`src/verilog/adcr_pkg.sv`:
```
// Functional notes
// Result high holds MSBs, unused bits zero
// Reading result high locks until low read
// Completions during lock are discarded
// No interlock in 8-bit mode
// Result low takes LSBs each completion
// Divider codes 00..11 give /1 /2 /4 /8
// Select bit: 1 bus clock, 0 alternate
// Mode 00 8-bit, 01 10-bit, rest reserved
// Reset selects 8-bit mode
// Results rounded to half an LSB
// Sample phase 23.5 or 3.5 cycles
// Async clock: runs only while converting
// Without async clock, stop halts conversions
// Low power slows async clock
// Software prefers bus clock when alternate slow
// Status write or low read clears complete
// Status write restarts unless channel all ones
// Continuous stops on reset, stop, writes
// 10-bit MSBs low in high reg; 8-bit zero
package adcr_pkg;
    // Register byte offsets
    localparam int ADCR_AW = 5;
    localparam logic [4:0] OFS_SC = 5'h00;
    localparam logic [4:0] OFS_RH = 5'h04;
    localparam logic [4:0] OFS_RL = 5'h08;
    localparam logic [4:0] OFS_CLK = 5'h0C;
    localparam logic [4:0] OFS_IST = 5'h10;
    localparam logic [4:0] OFS_ICLR = 5'h14;
    localparam logic [4:0] OFS_IEN = 5'h18;
    // Status/control fields
    localparam int SC_CONVERSION_COMPLETE_FLAG = 7;
    localparam int SC_CONT = 5;
    localparam logic [4:0] CH_OFF = 5'h1F;
    localparam logic [4:0] CH_RST = 5'h1F;
    // Clock config fields
    localparam int CK_LPC = 7;
    localparam int CK_DIV = 5;
    localparam int CK_LSMP = 4;
    localparam int CK_MODE = 2;
    localparam int CK_ICS = 1;
    localparam int CK_ACLK = 0;
    localparam logic [7:0] CK_RST = 8'h00;
    localparam logic [1:0] MODE_8 = 2'h0;
    localparam logic [1:0] MODE_10 = 2'h1;
    // Interrupt status bits
    localparam int IRQ_DONE = 0;
    localparam int IRQ_LOST = 1;
    // Sample phase in half converter cycles
    localparam int SHORT_HALVES = 7;
    localparam int LONG_HALVES = 47;
    // Async clock rates in kHz (upper ends of ranges)
    localparam int CLK_KHZ = 10000;
    localparam int ASYNC_FAST_KHZ = 2000;
    localparam int ASYNC_SLOW_KHZ = 1000;
    localparam int ASYNC_FAST_CYC = CLK_KHZ / ASYNC_FAST_KHZ;
    localparam int ASYNC_SLOW_CYC = CLK_KHZ / ASYNC_SLOW_KHZ;
    // Converter sequencer states
    typedef enum logic [1:0] {
        ST_IDLE,
        ST_SAMPLE,
        ST_CONVERT,
        ST_FINISH
    } adcr_state_t;
endpackage

```
`src/verilog/adcr_core.sv`:
```
// Chosen here: the address map and the Wishbone interface to the registers.
`timescale 1ns/100ps
module adcr_core import adcr_pkg::*; #(
    parameter int RAW_W = 12
) (
    // Clock and reset
    input wire logic clk_i,
    input wire logic rst_i,
    // Wishbone slave
    input wire logic wb_cyc_i,
    input wire logic wb_stb_i,
    input wire logic wb_we_i,
    input wire logic [ADCR_AW-1:0] wb_adr_i,
    input wire logic [3:0] wb_sel_i,
    input wire logic [31:0] wb_dat_i,
    output logic [31:0] wb_dat_o,
    output logic wb_ack_o,
    // Analog core side
    input wire logic cmp_i,
    input wire logic alt_clk_i,
    input wire logic stop_i,
    output logic [RAW_W-1:0] dac_code_o,
    output logic sample_o,
    output logic busy_o,
    output logic [4:0] channel_o,
    output logic low_power_o,
    output logic async_clk_run_o,
    // Interrupt
    output logic irq_o
);
    typedef struct packed {
        adcr_state_t fsm;
        logic [4:0] ch;
        logic cont;
        logic conversion_complete_flag;
        logic [9:0] res;
        logic lock;
        logic [7:0] ck;
        logic [1:0] ists;
        logic [1:0] ien;
        logic irq;
        logic ack;
        logic [7:0] dat;
        logic [RAW_W-1:0] sar;
        logic [3:0] bitn;
        logic [7:0] scnt;
        logic alt_q;
        logic arun;
        logic smp;
        logic bsy;
    } adcr_st_t;

    adcr_st_t st_r;
    adcr_st_t st_nxt;
    logic req;
    logic wr;
    logic rd;
    logic mode10;
    logic in_tick;
    logic converter_clock;
    logic atick;
    logic stop_kill;
    logic done;
    logic [2:0] div_m1;
    logic [3:0] async_m1;

    // Bit counter and rounding shifts need 11 to 16 raw bits
    if (RAW_W < 11 || RAW_W > 16) begin : g_raw_chk
        $error("adcr_core: RAW_W must be 11..16");
    end

    // Sample length in input-clock ticks, half cycles rounded up
    function automatic logic [7:0] samp_m1(input logic lsmp,
                                          input logic [1:0] dv);
        int h;
        h = (lsmp ? LONG_HALVES : SHORT_HALVES) * (1 << dv);
        samp_m1 = 8'((h + 1) / 2 - 1);
    endfunction

    // Round the raw code to 8 or 10 bits with saturation
    function automatic logic [9:0] rnd(input logic [RAW_W-1:0] r,
                                       input logic m10);
        logic [RAW_W:0] s;
        logic [RAW_W:0] lim;
        int sh;
        sh = m10 ? RAW_W - 10 : RAW_W - 8;
        s = {1'b0, r} + ((RAW_W+1)'(1) << (sh - 1));
        s = s >> sh;
        lim = m10 ? (RAW_W+1)'(1023) : (RAW_W+1)'(255);
        rnd = (s > lim) ? lim[9:0] : s[9:0];
    endfunction

    // Bus request decode; the answer comes one cycle later
    assign req = wb_cyc_i && wb_stb_i && !st_r.ack;
    assign wr = req && wb_we_i && wb_sel_i[0];
    assign rd = req && !wb_we_i;
    assign mode10 = st_r.ck[CK_MODE +: 2] == MODE_10;
    assign stop_kill = stop_i && !st_r.ck[CK_ACLK];
    assign done = st_r.fsm == ST_FINISH;

    // Input clock choice: async, bus or alternate edge
    always_comb begin
        if (st_r.ck[CK_ACLK]) begin
            in_tick = atick;
        end else if (st_r.ck[CK_ICS]) begin
            in_tick = 1'b1;
        end else begin
            in_tick = alt_clk_i && !st_r.alt_q;
        end
    end

    // Divide codes map to /1 /2 /4 /8
    assign div_m1 = 3'((4'h1 << st_r.ck[CK_DIV +: 2]) - 4'h1);
    // Low power halves the async clock rate
    assign async_m1 = st_r.ck[CK_LPC] ? 4'(ASYNC_SLOW_CYC - 1)
                                      : 4'(ASYNC_FAST_CYC - 1);

    // Converter clock; held in restart through sampling
    adcr_tick_div #(.CW(3)) u_converter_clock (
        .clk_i(clk_i),
        .rst_i(rst_i),
        .clr_i(st_r.fsm != ST_CONVERT),
        .en_i(in_tick),
        .period_m1_i(div_m1),
        .tick_o(converter_clock)
    );

    // Async clock generator, only alive while the sequencer is not idle
    adcr_tick_div #(.CW(4)) u_async (
        .clk_i(clk_i),
        .rst_i(rst_i),
        .clr_i(!st_r.arun),
        .en_i(1'b1),
        .period_m1_i(async_m1),
        .tick_o(atick)
    );

    // Next state: bus reads, sequencer, bus writes, stop, then flag sets
    always_comb begin
        st_nxt = st_r;
        st_nxt.alt_q = alt_clk_i;
        st_nxt.ack = req;
        st_nxt.dat = 8'h00;
        // Read data and read side effects
        if (rd) begin
            unique case (wb_adr_i)
                OFS_SC: st_nxt.dat = {st_r.conversion_complete_flag, 1'b0, st_r.cont, st_r.ch};
                OFS_RH: begin
                    // 8-bit mode keeps high byte zero
                    st_nxt.dat = mode10 ? {6'h00, st_r.res[9:8]}
                                        : 8'h00;
                    if (mode10) begin
                        st_nxt.lock = 1'b1;
                    end
                end
                OFS_RL: begin
                    st_nxt.dat = st_r.res[7:0];
                    st_nxt.lock = 1'b0;
                    st_nxt.conversion_complete_flag = 1'b0;
                end
                OFS_CLK: st_nxt.dat = st_r.ck;
                OFS_IST: st_nxt.dat = {6'h00, st_r.ists};
                OFS_IEN: st_nxt.dat = {6'h00, st_r.ien};
                default: st_nxt.dat = 8'h00;
            endcase
        end
        // Sequencer progress
        unique case (st_r.fsm)
            ST_IDLE: begin
            end
            ST_SAMPLE: begin
                if (in_tick) begin
                    if (st_r.scnt == 8'h00) begin
                        st_nxt.fsm = ST_CONVERT;
                        st_nxt.bitn = 4'(RAW_W - 1);
                        st_nxt.sar = {1'b1, {(RAW_W-1){1'b0}}};
                    end else begin
                        st_nxt.scnt = st_r.scnt - 8'h01;
                    end
                end
            end
            ST_CONVERT: begin
                if (converter_clock) begin
                    // Keep the trial bit only if input is above it
                    if (!cmp_i) begin
                        st_nxt.sar[st_r.bitn] = 1'b0;
                    end
                    if (st_r.bitn == 4'h0) begin
                        st_nxt.fsm = ST_FINISH;
                    end else begin
                        st_nxt.bitn = st_r.bitn - 4'h1;
                        st_nxt.sar[st_r.bitn - 4'h1] = 1'b1;
                    end
                end
            end
            ST_FINISH: begin
                if (!(st_r.lock && mode10)) begin
                    st_nxt.res = rnd(st_r.sar, mode10);
                end
                if (st_r.cont) begin
                    st_nxt.fsm = ST_SAMPLE;
                    st_nxt.scnt = samp_m1(st_r.ck[CK_LSMP],
                                          st_r.ck[CK_DIV +: 2]);
                end else begin
                    st_nxt.fsm = ST_IDLE;
                end
            end
        endcase
        // Register writes
        if (wr) begin
            unique case (wb_adr_i)
                OFS_SC: begin
                    st_nxt.ch = wb_dat_i[4:0];
                    st_nxt.cont = wb_dat_i[SC_CONT];
                    st_nxt.conversion_complete_flag = 1'b0;
                    // All-ones channel parks the converter
                    if (wb_dat_i[4:0] != CH_OFF) begin
                        st_nxt.fsm = ST_SAMPLE;
                        st_nxt.scnt = samp_m1(st_r.ck[CK_LSMP],
                                              st_r.ck[CK_DIV +: 2]);
                    end else begin
                        st_nxt.fsm = ST_IDLE;
                    end
                end
                OFS_CLK: begin
                    // New clocking invalidates any run in flight
                    st_nxt.ck = wb_dat_i[7:0];
                    st_nxt.cont = 1'b0;
                    st_nxt.fsm = ST_IDLE;
                    st_nxt.lock = 1'b0;
                end
                OFS_ICLR: st_nxt.ists = st_r.ists & ~wb_dat_i[1:0];
                OFS_IEN: st_nxt.ien = wb_dat_i[1:0];
                default: begin
                end
            endcase
        end
        // Stop mode without the async clock halts the sequencer and ends continuous mode
        if (stop_kill) begin
            st_nxt.fsm = ST_IDLE;
            st_nxt.cont = 1'b0;
        end
        // A completion beats a same-cycle clear
        if (done) begin
            st_nxt.conversion_complete_flag = 1'b1;
            st_nxt.ists[IRQ_DONE] = 1'b1;
            if (st_r.lock && mode10) begin
                st_nxt.ists[IRQ_LOST] = 1'b1;
            end
        end
        st_nxt.irq = |(st_nxt.ists & st_nxt.ien);
        st_nxt.arun = st_nxt.ck[CK_ACLK] && st_nxt.fsm != ST_IDLE;
        st_nxt.smp = st_nxt.fsm == ST_SAMPLE;
        st_nxt.bsy = st_nxt.fsm != ST_IDLE;
    end

    // State register; reset parks in 8-bit mode
    always_ff @(posedge clk_i) begin
        if (rst_i) begin
            st_r <= '0;
            st_r.fsm <= ST_IDLE;
            st_r.ch <= CH_RST;
            st_r.ck <= CK_RST;
        end else begin
            st_r <= st_nxt;
        end
    end

    // Outputs straight from the state register
    assign wb_ack_o = st_r.ack;
    assign wb_dat_o = {24'h000000, st_r.dat};
    assign irq_o = st_r.irq;
    assign dac_code_o = st_r.sar;
    assign sample_o = st_r.smp;
    assign busy_o = st_r.bsy;
    assign channel_o = st_r.ch;
    assign low_power_o = st_r.ck[CK_LPC];
    assign async_clk_run_o = st_r.arun;
endmodule

```
`src/verilog/adcr_tick_div.sv`:
```
`timescale 1ns/100ps
// Pulse once every (period_m1_i + 1) enabled input ticks
module adcr_tick_div #(
    parameter int CW = 4
) (
    // Clock and reset
    input wire logic clk_i,
    input wire logic rst_i,
    // Control
    input wire logic clr_i,
    input wire logic en_i,
    input wire logic [CW-1:0] period_m1_i,
    // Output pulse
    output logic tick_o
);
    logic [CW-1:0] cnt_r;

    // Refuse a counter with no bits at elaboration
    if (CW < 1) begin : g_cw_chk
        $error("adcr_tick_div: CW must be positive");
    end

    // Terminal count on an enabled input tick
    assign tick_o = en_i && !clr_i && (cnt_r >= period_m1_i);

    // Restart keeps the phase aligned to a conversion start
    always_ff @(posedge clk_i) begin
        if (rst_i || clr_i) begin
            cnt_r <= '0;
        end else if (tick_o) begin
            cnt_r <= '0;
        end else if (en_i) begin
            cnt_r <= cnt_r + CW'(1);
        end
    end
endmodule

```
`config.mk`:
```
export PLATFORM = sky130hd
export DESIGN_NAME = adcr_core
export DESIGN_NICKNAME = d
export VERILOG_FILES = /design/src/verilog/adcr_pkg.sv /design/src/verilog/adcr_core.sv /design/src/verilog/adcr_tick_div.sv
export SDC_FILE = /design/constraint.sdc
export NUM_CORES = 1
export LEC_CHECK = 0
export BUFFER_PORTS_ARGS = -buffer_cell sky130_fd_sc_hd__buf_4
export CAP_MARGIN = 15
export CORE_MARGIN = 2
export CORE_UTILIZATION = 51
export CTS_CLUSTER_DIAMETER = 30
export CTS_CLUSTER_SIZE = 40
export DETAILED_ROUTE_END_ITERATION = 8
export PLACE_DENSITY_LB_ADDON = 0.1
export SLEW_MARGIN = 20
export SYNTH_ARGS = -nofsm -noshare
export SYNTH_HDL_FRONTEND = slang
export SYNTH_HIERARCHICAL = 1
export SYNTH_SLANG_ARGS = --single-unit
```
`constraint.sdc`:
```
create_clock -name clk_i -period 3.3 [get_ports clk_i]
set_input_delay 0.66 -clock clk_i [delete_from_list [all_inputs] [get_ports clk_i]]
set_output_delay 0.66 -clock clk_i [all_outputs]
set_load 0.005 [all_outputs]
```
# After elaboration in Yosys (flattened, before gate mapping)
# Cells that the tools add are included.
[classes] addsub=10 mul=1 n_lt_le_gt_ge=7 eq_ne=17 shift=4 muxes=52 bitwise=9 n_reduce_logical=39
[op_table] operator="$mux W16" count=3
[op_table] operator="$pmux W8 S6" count=1
[op_table] operator="$mux W8" count=5
[op_table] operator="$mux W12" count=3
[op_table] operator="$add A32 B2 Y32 const B" count=1
[op_table] operator="$mul A7 B32 Y32" count=1
[op_table] operator="$pmux W16 S2" count=1
[op_table] operator="$shl A1 B2 Y32 const A" count=1
[op_table] operator="$shl A1 B32 Y13 const A" count=1
[op_table] operator="$mux W24" count=1
[op_table] operator="$mux W10" count=2
[op_table] operator="$mux W2" count=9
[op_table] operator="$mux W9" count=2
[op_table] operator="$pmux W8 S2" count=1
[op_table] operator="$eq A5 B5 Y1 const B" count=3
[op_table] operator="$logic_and A1 B1 Y1" count=14
[op_table] operator="$add A12 B13 Y13" count=1
[op_table] operator="$gt A13 B10 Y1" count=1
[op_table] operator="$mux W1" count=13
[op_table] operator="$mux W13" count=1
[op_table] operator="$shr A13 B3 Y13" count=1
[op_table] operator="$and A12 B12 Y12" count=1
[op_table] operator="$not A12 Y12" count=1
[op_table] operator="$or A12 B12 Y12" count=1
[op_table] operator="42 further kinds" count=70
[totals] regBits=77 inputBits=49 out_inout_bits=55 wordCells=161

# Logic depth before layout (Yosys ltp)
# Gate-level depths: netlist of the first run.
[depth] depth_word=13 depth_mapped=16 ltp_nobuf=15

# Hierarchy
# The synthesis of the first run kept the hierarchy.
[by_module_without_submodules] mod="adcr_core" n_inst=1 cells_per_inst=594 area_each_um2=4749.6 seq_area_each_um2=1401.3
[by_module_without_submodules] mod="adcr_tick_div (u_async)" n_inst=1 cells_per_inst=36 area_each_um2=329.1 seq_area_each_um2=80.1
[by_module_without_submodules] mod="adcr_tick_div (u_converter_clock)" n_inst=1 cells_per_inst=28 area_each_um2=251.5 seq_area_each_um2=60.1

# Worst setup path before layout of the first run
# Ideal clock, no wire load.
[synth_timing] path_type="reg-to-reg" start="register st_r[48] (netlist bit)" end="register st_r[11] (netlist bit)" setup_time_ns=0.126 arrival_time_ns=3.361 required_time_ns=3.174 setup_slack_ns=-0.188 path_stages_with_launch=14 n_path_buf=1 period_less_slack_ns=3.488 cell_sequence="dfxtp_1 clkbuf_1 inv_1 ha_1 and2_1 fa_1 ha_1 ha_1 ha_1 or2_2 o211ai_1 nand4_1 xnor2_1 o22ai_1"
[synth_via] elab_chain_len=11
[synth_lines] item="start, declared" line_no="adcr_core.sv:53" rtl="adcr_st_t st_r;"
[synth_lines] item="start signal, assigned" line_no="adcr_core.sv:265" rtl="st_r <= st_nxt;"
[synth_lines] item="$shl A1 B2 Y32 *" line_no="adcr_core.sv:76" rtl="h = (lsmp ? LONG_HALVES : SHORT_HALVES) * (1 << dv);"
[synth_lines] item="$mul A7 B32 Y32 *" line_no="adcr_core.sv:76"
[synth_lines] item="$add A32 B2 Y32 *" line_no="adcr_core.sv:77" rtl="samp_m1 = 8'((h + 1) / 2 - 1);"
[synth_lines] item="$and A1 B1 Y1 (no source line)"
[synth_lines] item="$add A8 B1 Y8 (no source line) *"
[synth_lines] item="$sub A8 B2 Y8 *" line_no="adcr_core.sv:77"
[synth_lines] item="$mux W8" line_no="adcr_core.sv:200" rtl="if (st_r.cont) begin"
[synth_lines] item="$pmux W8 S2" line_no="adcr_core.sv:168" rtl="unique case (st_r.fsm)"
[synth_lines] item="$mux W8" line_no="adcr_core.sv:217" rtl="if (wb_dat_i[4:0] != CH_OFF) begin"
[synth_lines] item="$mux W8" line_no="adcr_core.sv:211" rtl="unique case (wb_adr_i)"
[synth_lines] item="$mux W8 *" line_no="adcr_core.sv:210" rtl="if (wr) begin"
# Every way passes the cells marked *; elsewhere a longest branch is shown, timed or not.
# A chain may end at the register's enable or synchronous reset.

# Final worst setup path of the first run
[layout_timing] start="register st_r[48] (netlist bit)" end="register st_r[10] (netlist bit)"
# Same word-level chain as after synthesis.

==> impl_results.md, run 1 <==
* Final nets at 772
* DP HPWL at 9340 um
* Max Fclk at 317 MHz
* Yosys reg bits at 77
* Die Wd at 106 um
* Max-cap violations at 0
* Layout area overhead at 10.4%
* CTS tree: yes
* Number of enable flip-flop cells after synthesis at 0
* Most common cell after layout, fill and taps aside: buf_4
* CTS Sinks at 77
* RSZ-0062 raised after global routing: false
* Setup violations, final at 0
* Peak supply drop at 0.149 mV
* Layout cells sized above 1 at 20.0%
* R2R setup slack at 140 ps
* Placer Congestion at 0.867
* Die area at 0.0113 mm^2
* Async SR Flop Fraction at 0%
* Tot GR Track Use at 23.1%
* Normalized max-slew margin at 51.1%
* Total CTS buffers at 9
* Cell Area, Synth at 0.00533 mm^2
* First-pass GRT wire length at 21200 um
* Clock skew at 10.9 ps
* Pwr/cell area at 287 mW/mm^2
* Maximum fanout along the worst path at 6
* Mapped Cells at 658
* Syn Area/Cell at 8.10 um^2
* Slew Limit Fails at 0
* Worst slew pin tran at 730 ps
* P_leak at 2.31 nW
* Vias at 4696
* Largest net degree at the start of global routing at 60
* Port Buffers at 52
* Cell Rows at 37
* DRT Wirelength at 12700 um
* Final worst path period need at 3160 ps
* Worst Setup Slack, final at 144 ps
* First-pass DRT Iterations at 5
* Register area share after synthesis at 28.9%
* Drt wl/cell at 15.3 um
* Remaining antenna violation count at 0
* Setup CP Type: reg -> reg
* Distinct cell type count after synthesis at 85
* CTS Buffer Depth at 2
* Top FF cell, synth: dfxtp_1
* # diodes at 0
* Critical path endpoint category: register
* Clk root buf: clkbuf_8
* Worst Hold Class: reg -> reg
* IO Pins at 104
* GRT Residual Overflow at 0
* Vert. Die Dim at 106 um
* CP Launch Type: register
* Pwr Total at 1.69 mW
* Iteration-0 DRC Markers at 287
* Status: completed
* Worst-skew pair later-pin latency at 350 ps
* Initial antenna violation count at 0
* Crit path DAT at 3430 ps
* Vias in the first global route at 4316
* Vias per cell at 5.66
* Initial core utilization at 52.1%
* Most frequent cells in the layout: 76 x buf_4, 74 x dfxtp_1, 73 x nand2_1
* H-Tree Level Count at 3
* Fin. Hold Viols at 0
* Remaining DRCs at 0
* Dpl ws at -122 ps
* Worst endpoint required time at 3570 ps
* Placeable Area at 0.0102 mm^2
* Crit share post-route at 95.6%
* Worst-path clk slew at 90 ps
* Yosys Warn Count at 6
area by class of cell:
| type | count | area (um^2) |
|---|---|---|
| Timing Repair Buffer | 76 | 571 |
| Clock buffer | 9 | 124 |
| Fill cell | 982 | 4350 |
| Multi-Input combinational cell | 495 | 3300 |
| Tap cell | 136 | 170 |
| Inverter | 30 | 113 |
| Clock inverter | 7 | 56.3 |
| Sequential cell | 77 | 1550 |
kinds of logic after synthesis:
logic type / synth area share [%]
simple gates: 22.9
compound gates: 23.6
buf+inv: 12.2
flops: 28.9
fa+ha+maj: 8.12
xor+xnor: 2.63
mux: 1.41
other cells: 0.141
layer usage:
| layer | share of wire, % | vias to the layer above | track usage (%) |
|---|---|---|---|
| met5 | 0 | - | 0 |
| met4 | 0.94 | 0 | 6.39 |
| met3 | 5.0 | 13 | 3.43 |
| met2 | 46 | 121 | 36.6 |
| met1 | 48 | 2209 | 32.7 |
| li1 | - | 2353 | - |
registers in the layout, summed over array words and instances (netlist names):
| signal | flops |
|---|---|
| dac_code_o | 12 |
| u_async/cnt_r | 4 |
| wb_dat_o | 8 |
| busy_o | 1 |
| wb_ack_o | 1 |
| irq_o | 1 |
| channel_o | 5 |
| st_r | 39 |
| u_converter_clock/cnt_r | 3 |
| low_power_o | 1 |
| sample_o | 1 |
| async_clk_run_o | 1 |
worst paths after layout:
kind | end | from | cells past startpoint
worst max register to register | st_r[10]$_SDFF_PP0_ | st_r[48]$_SDFFE_PP0P_ | 11
worst min register to register | st_r[44]$_SDFFE_PP0P_ | st_r[44]$_SDFFE_PP0P_ | 2
worst max-delay path | st_r[10]$_SDFF_PP0_ | st_r[48]$_SDFFE_PP0P_ | 11
worst min-delay path | st_r[44]$_SDFFE_PP0P_ | st_r[44]$_SDFFE_PP0P_ | 2
what timing repair did:
action	4_1_cts	5_1_grt
hold buffers	0	0
buffers inserted	0	2
pin swaps	4	7
gates resized for setup	3	12
setup endpoints to repair	3	5
through the flow:
stage	utilization, %	hold slack, ps	std cells	setup TNS, ps	area (um^2)
finish	57.5	477	830	0	5890
floorplan	-	436	682	0	5440
detailed placement	54.9	466	812	-263	5610
global placement	54.9	459	812	-87.4	5610
global route	57.5	504	830	0	5890
CTS	56.7	480	828	0	5800
cells in the mapped netlist, types with 8 or more instances:
| cell type | n | share of area (%) |
|---|---|---|
| a211oi_1 | 16 | 2.3 |
| a21oi_1 | 47 | 4.4 |
| and2_1 | 12 | 1.4 |
| buf_2 | 9 | 0.85 |
| buf_4 | 49 | 6.9 |
| clkbuf_1 | 15 | 1.1 |
| dfxtp_1 | 77 | 29 |
| ha_1 | 33 | 7.7 |
| inv_1 | 28 | 2.0 |
| nand2_1 | 73 | 5.1 |
| nand2b_1 | 12 | 1.4 |
| nand3_1 | 20 | 1.9 |
| nor2_1 | 54 | 3.8 |
| nor2b_1 | 10 | 1.2 |
| nor3_1 | 18 | 1.7 |
| o211ai_1 | 8 | 1.1 |
| o21ai_0 | 22 | 2.1 |
| xnor2_1 | 11 | 1.8 |
critical path, cell delays in order (launching register included):
cell      delay [ps]
dfxtp_2          330
buf_4            150
ha_1             210
fa_1             590
ha_4             220
ha_4             270
ha_4             190
or2_2            290
o211ai_1         290
nand4b_1         200
xnor2_2          180
o22ai_1          150
report_power, final:
part,switching (mW),total [mW],internal [mW]
clock network,0.381,0.664,0.282
registers,0.000831,0.930,0.929
logic,0.0593,0.0967,0.0374
total,0.441,1.69,1.25
(Power assumes the default switching activity.)
==> run 2: changes to the inputs <==
CORE_MARGIN = not set   (was 2)
RECOVER_POWER = 100   (was not set)
==> run 2 against run 1 <==
Combinational power is 1% lower. Worst hold slack better by 2.7 ps. Wire length is 0.25% lower. Clock-buffer cell count is 2 higher. Via count is 0.60% higher. Clock power is 2% lower. Critical path depth stayed put. Non-clock buffer count is 1 lower. Flip-flop and latch count stayed put. Sequential power hardly changed. Core utilization is 0.68 points higher. First-iteration DRC count is 6.3% higher. Critical path type unchanged. Critical endpoint unchanged. Highest routed layer unchanged.
==> impl_results.md, run 2 (synthesis gave the netlist of run 1 again) <==
* RSZ-0062 raised after global routing: true
* Pwr/cell area at 290 mW/mm^2
* Slew Limit Fails at 0
* Max Fclk at 311 MHz
* Total CTS buffers at 9
* First-pass GRT wire length at 20900 um
* Cell Rows at 36
* Worst-skew pair later-pin latency at 350 ps
* Remaining antenna violation count at 0
* Max reg flops at 39
* Pwr Total at 1.68 mW
* Remaining DRCs at 0
* First-pass DRT Iterations at 5
* GRT Residual Overflow at 0
* H-Tree Level Count at 3
* Vias per cell at 5.72
* CTS Sinks at 77
* Worst endpoint required time at 3530 ps
* Clock skew at 13.0 ps
* Vias at 4724
* CP Launch Type: register
* Most frequent cells in the layout: 74 x dfxtp_1, 73 x nand2_1, 54 x nor2_1
* Final Util at 58.2%
* Crit path DAT at 3440 ps
* IO Pins at 104
* Placed insts at 807
* P_leak at 2.27 nW
* Vert. Die Dim at 104 um
* Normalized max-slew margin at 16.1%
* Layout cells sized above 1 at 18.5%
* Clk root buf: clkbuf_8
* Placeable Area at 0.00995 mm^2
* Final worst path period need at 3210 ps
* Initial antenna violation count at 0
* Fin. Hold Viols at 0
* Worst Hold Class: reg -> reg
* Placer Congestion at 0.835
* Worst slew pin tran at 1260 ps
* # diodes at 0
* Die area at 0.0109 mm^2
* Setup violations, final at 0
* Most common cell after layout, fill and taps aside: dfxtp_1
* Drt wl/cell at 15.4 um
* Die Wd at 104 um
* Tot GR Track Use at 23.6%
* Crit share post-route at 97.3%
* Final nets at 771
* Largest net degree at the start of global routing at 60
* CTS tree: yes
* Status: completed
* Worst-path clk slew at 90 ps
* DRT Wirelength at 12700 um
* Initial core utilization at 53.5%
* Maximum fanout along the worst path at 11
* Post-route setup TNS at 0 ps
* Final worst hold slack at 480 ps
* Largest Register: st_r
* CTS Hold Bufs at 0
* Post-Layout Cell Count at 826
* CTS Buffer Depth at 2
* Peak supply drop at 0.156 mV
* Iteration-0 DRC Markers at 305
* Vias in the first global route at 4359
* Critical path endpoint category: register
* Layout area overhead at 8.71%
* Port Buffers at 52
* DP HPWL at 9280 um
* Setup CP Type: reg -> reg
* Max-cap violations at 0
## run 2: timing repair
action                                 in CTS  in global routing
endpoints found under the hold margin       0                  0
setup endpoints to repair                   3                  4
pin swaps                                   1                  4
gates resized for setup                     1                 12
buffers inserted                            0                  3
## run 2: area by class of cell
cell class | instances | area [um^2]
fill | 952 | 4160
multi-input combinational | 495 | 3240
sequential | 77 | 1550
timing repair buffer | 75 | 547
tap | 133 | 166
clock buffer | 11 | 141
inverter | 30 | 115
clock inverter | 5 | 35.0
## run 2: final timing paths
check	startpoint	to	slack (ps)	cells past startpoint
worst min-delay path	st_r[61]$_SDFF_PP0_	st_r[61]$_SDFF_PP0_	480	2
worst max register to register	st_r[48]$_SDFFE_PP0P_	st_r[10]$_SDFF_PP0_	90	11
worst min register to register	st_r[61]$_SDFF_PP0_	st_r[61]$_SDFF_PP0_	480	2
worst max-delay path	st_r[48]$_SDFFE_PP0P_	st_r[10]$_SDFF_PP0_	90	11
## run 2: layer usage
layer  part of all wire (%)  track usage, %  vias to the layer above
met2                     46            37.4                      148
met4                   0.72            8.98                        0
met1                     47            32.3                     2231
li1                       -               -                     2339
met3                    5.4            3.32                        6
met5                      0               0                        -
## run 2: critical path, cell delays in order, from the launching register on
cell and delay, ps:
dfxtp_2 330, buf_4 180, ha_2 200, fa_1 540, ha_1 230, ha_1 290
ha_1 280, or2_2 300, o211ai_1 270, nand4b_1 150, xnor2_1 220, o22ai_1 110
## run 2: report_power, final
group / internal, mW / switching, mW
logic: 0.0360 / 0.0593
clock network: 0.295 / 0.359
registers: 0.929 / 0.000795
total: 1.26 / 0.419
## run 2: through the flow
stage | instance area (um^2) | setup WS (ps)
after floorplan | 5440 | 0.649
after global placement | 5600 | -48.7
after global routing | 5790 | -40.2
after detailed placement | 5600 | -85.3
final | 5790 | 88.4
after CTS | 5770 | 0.303
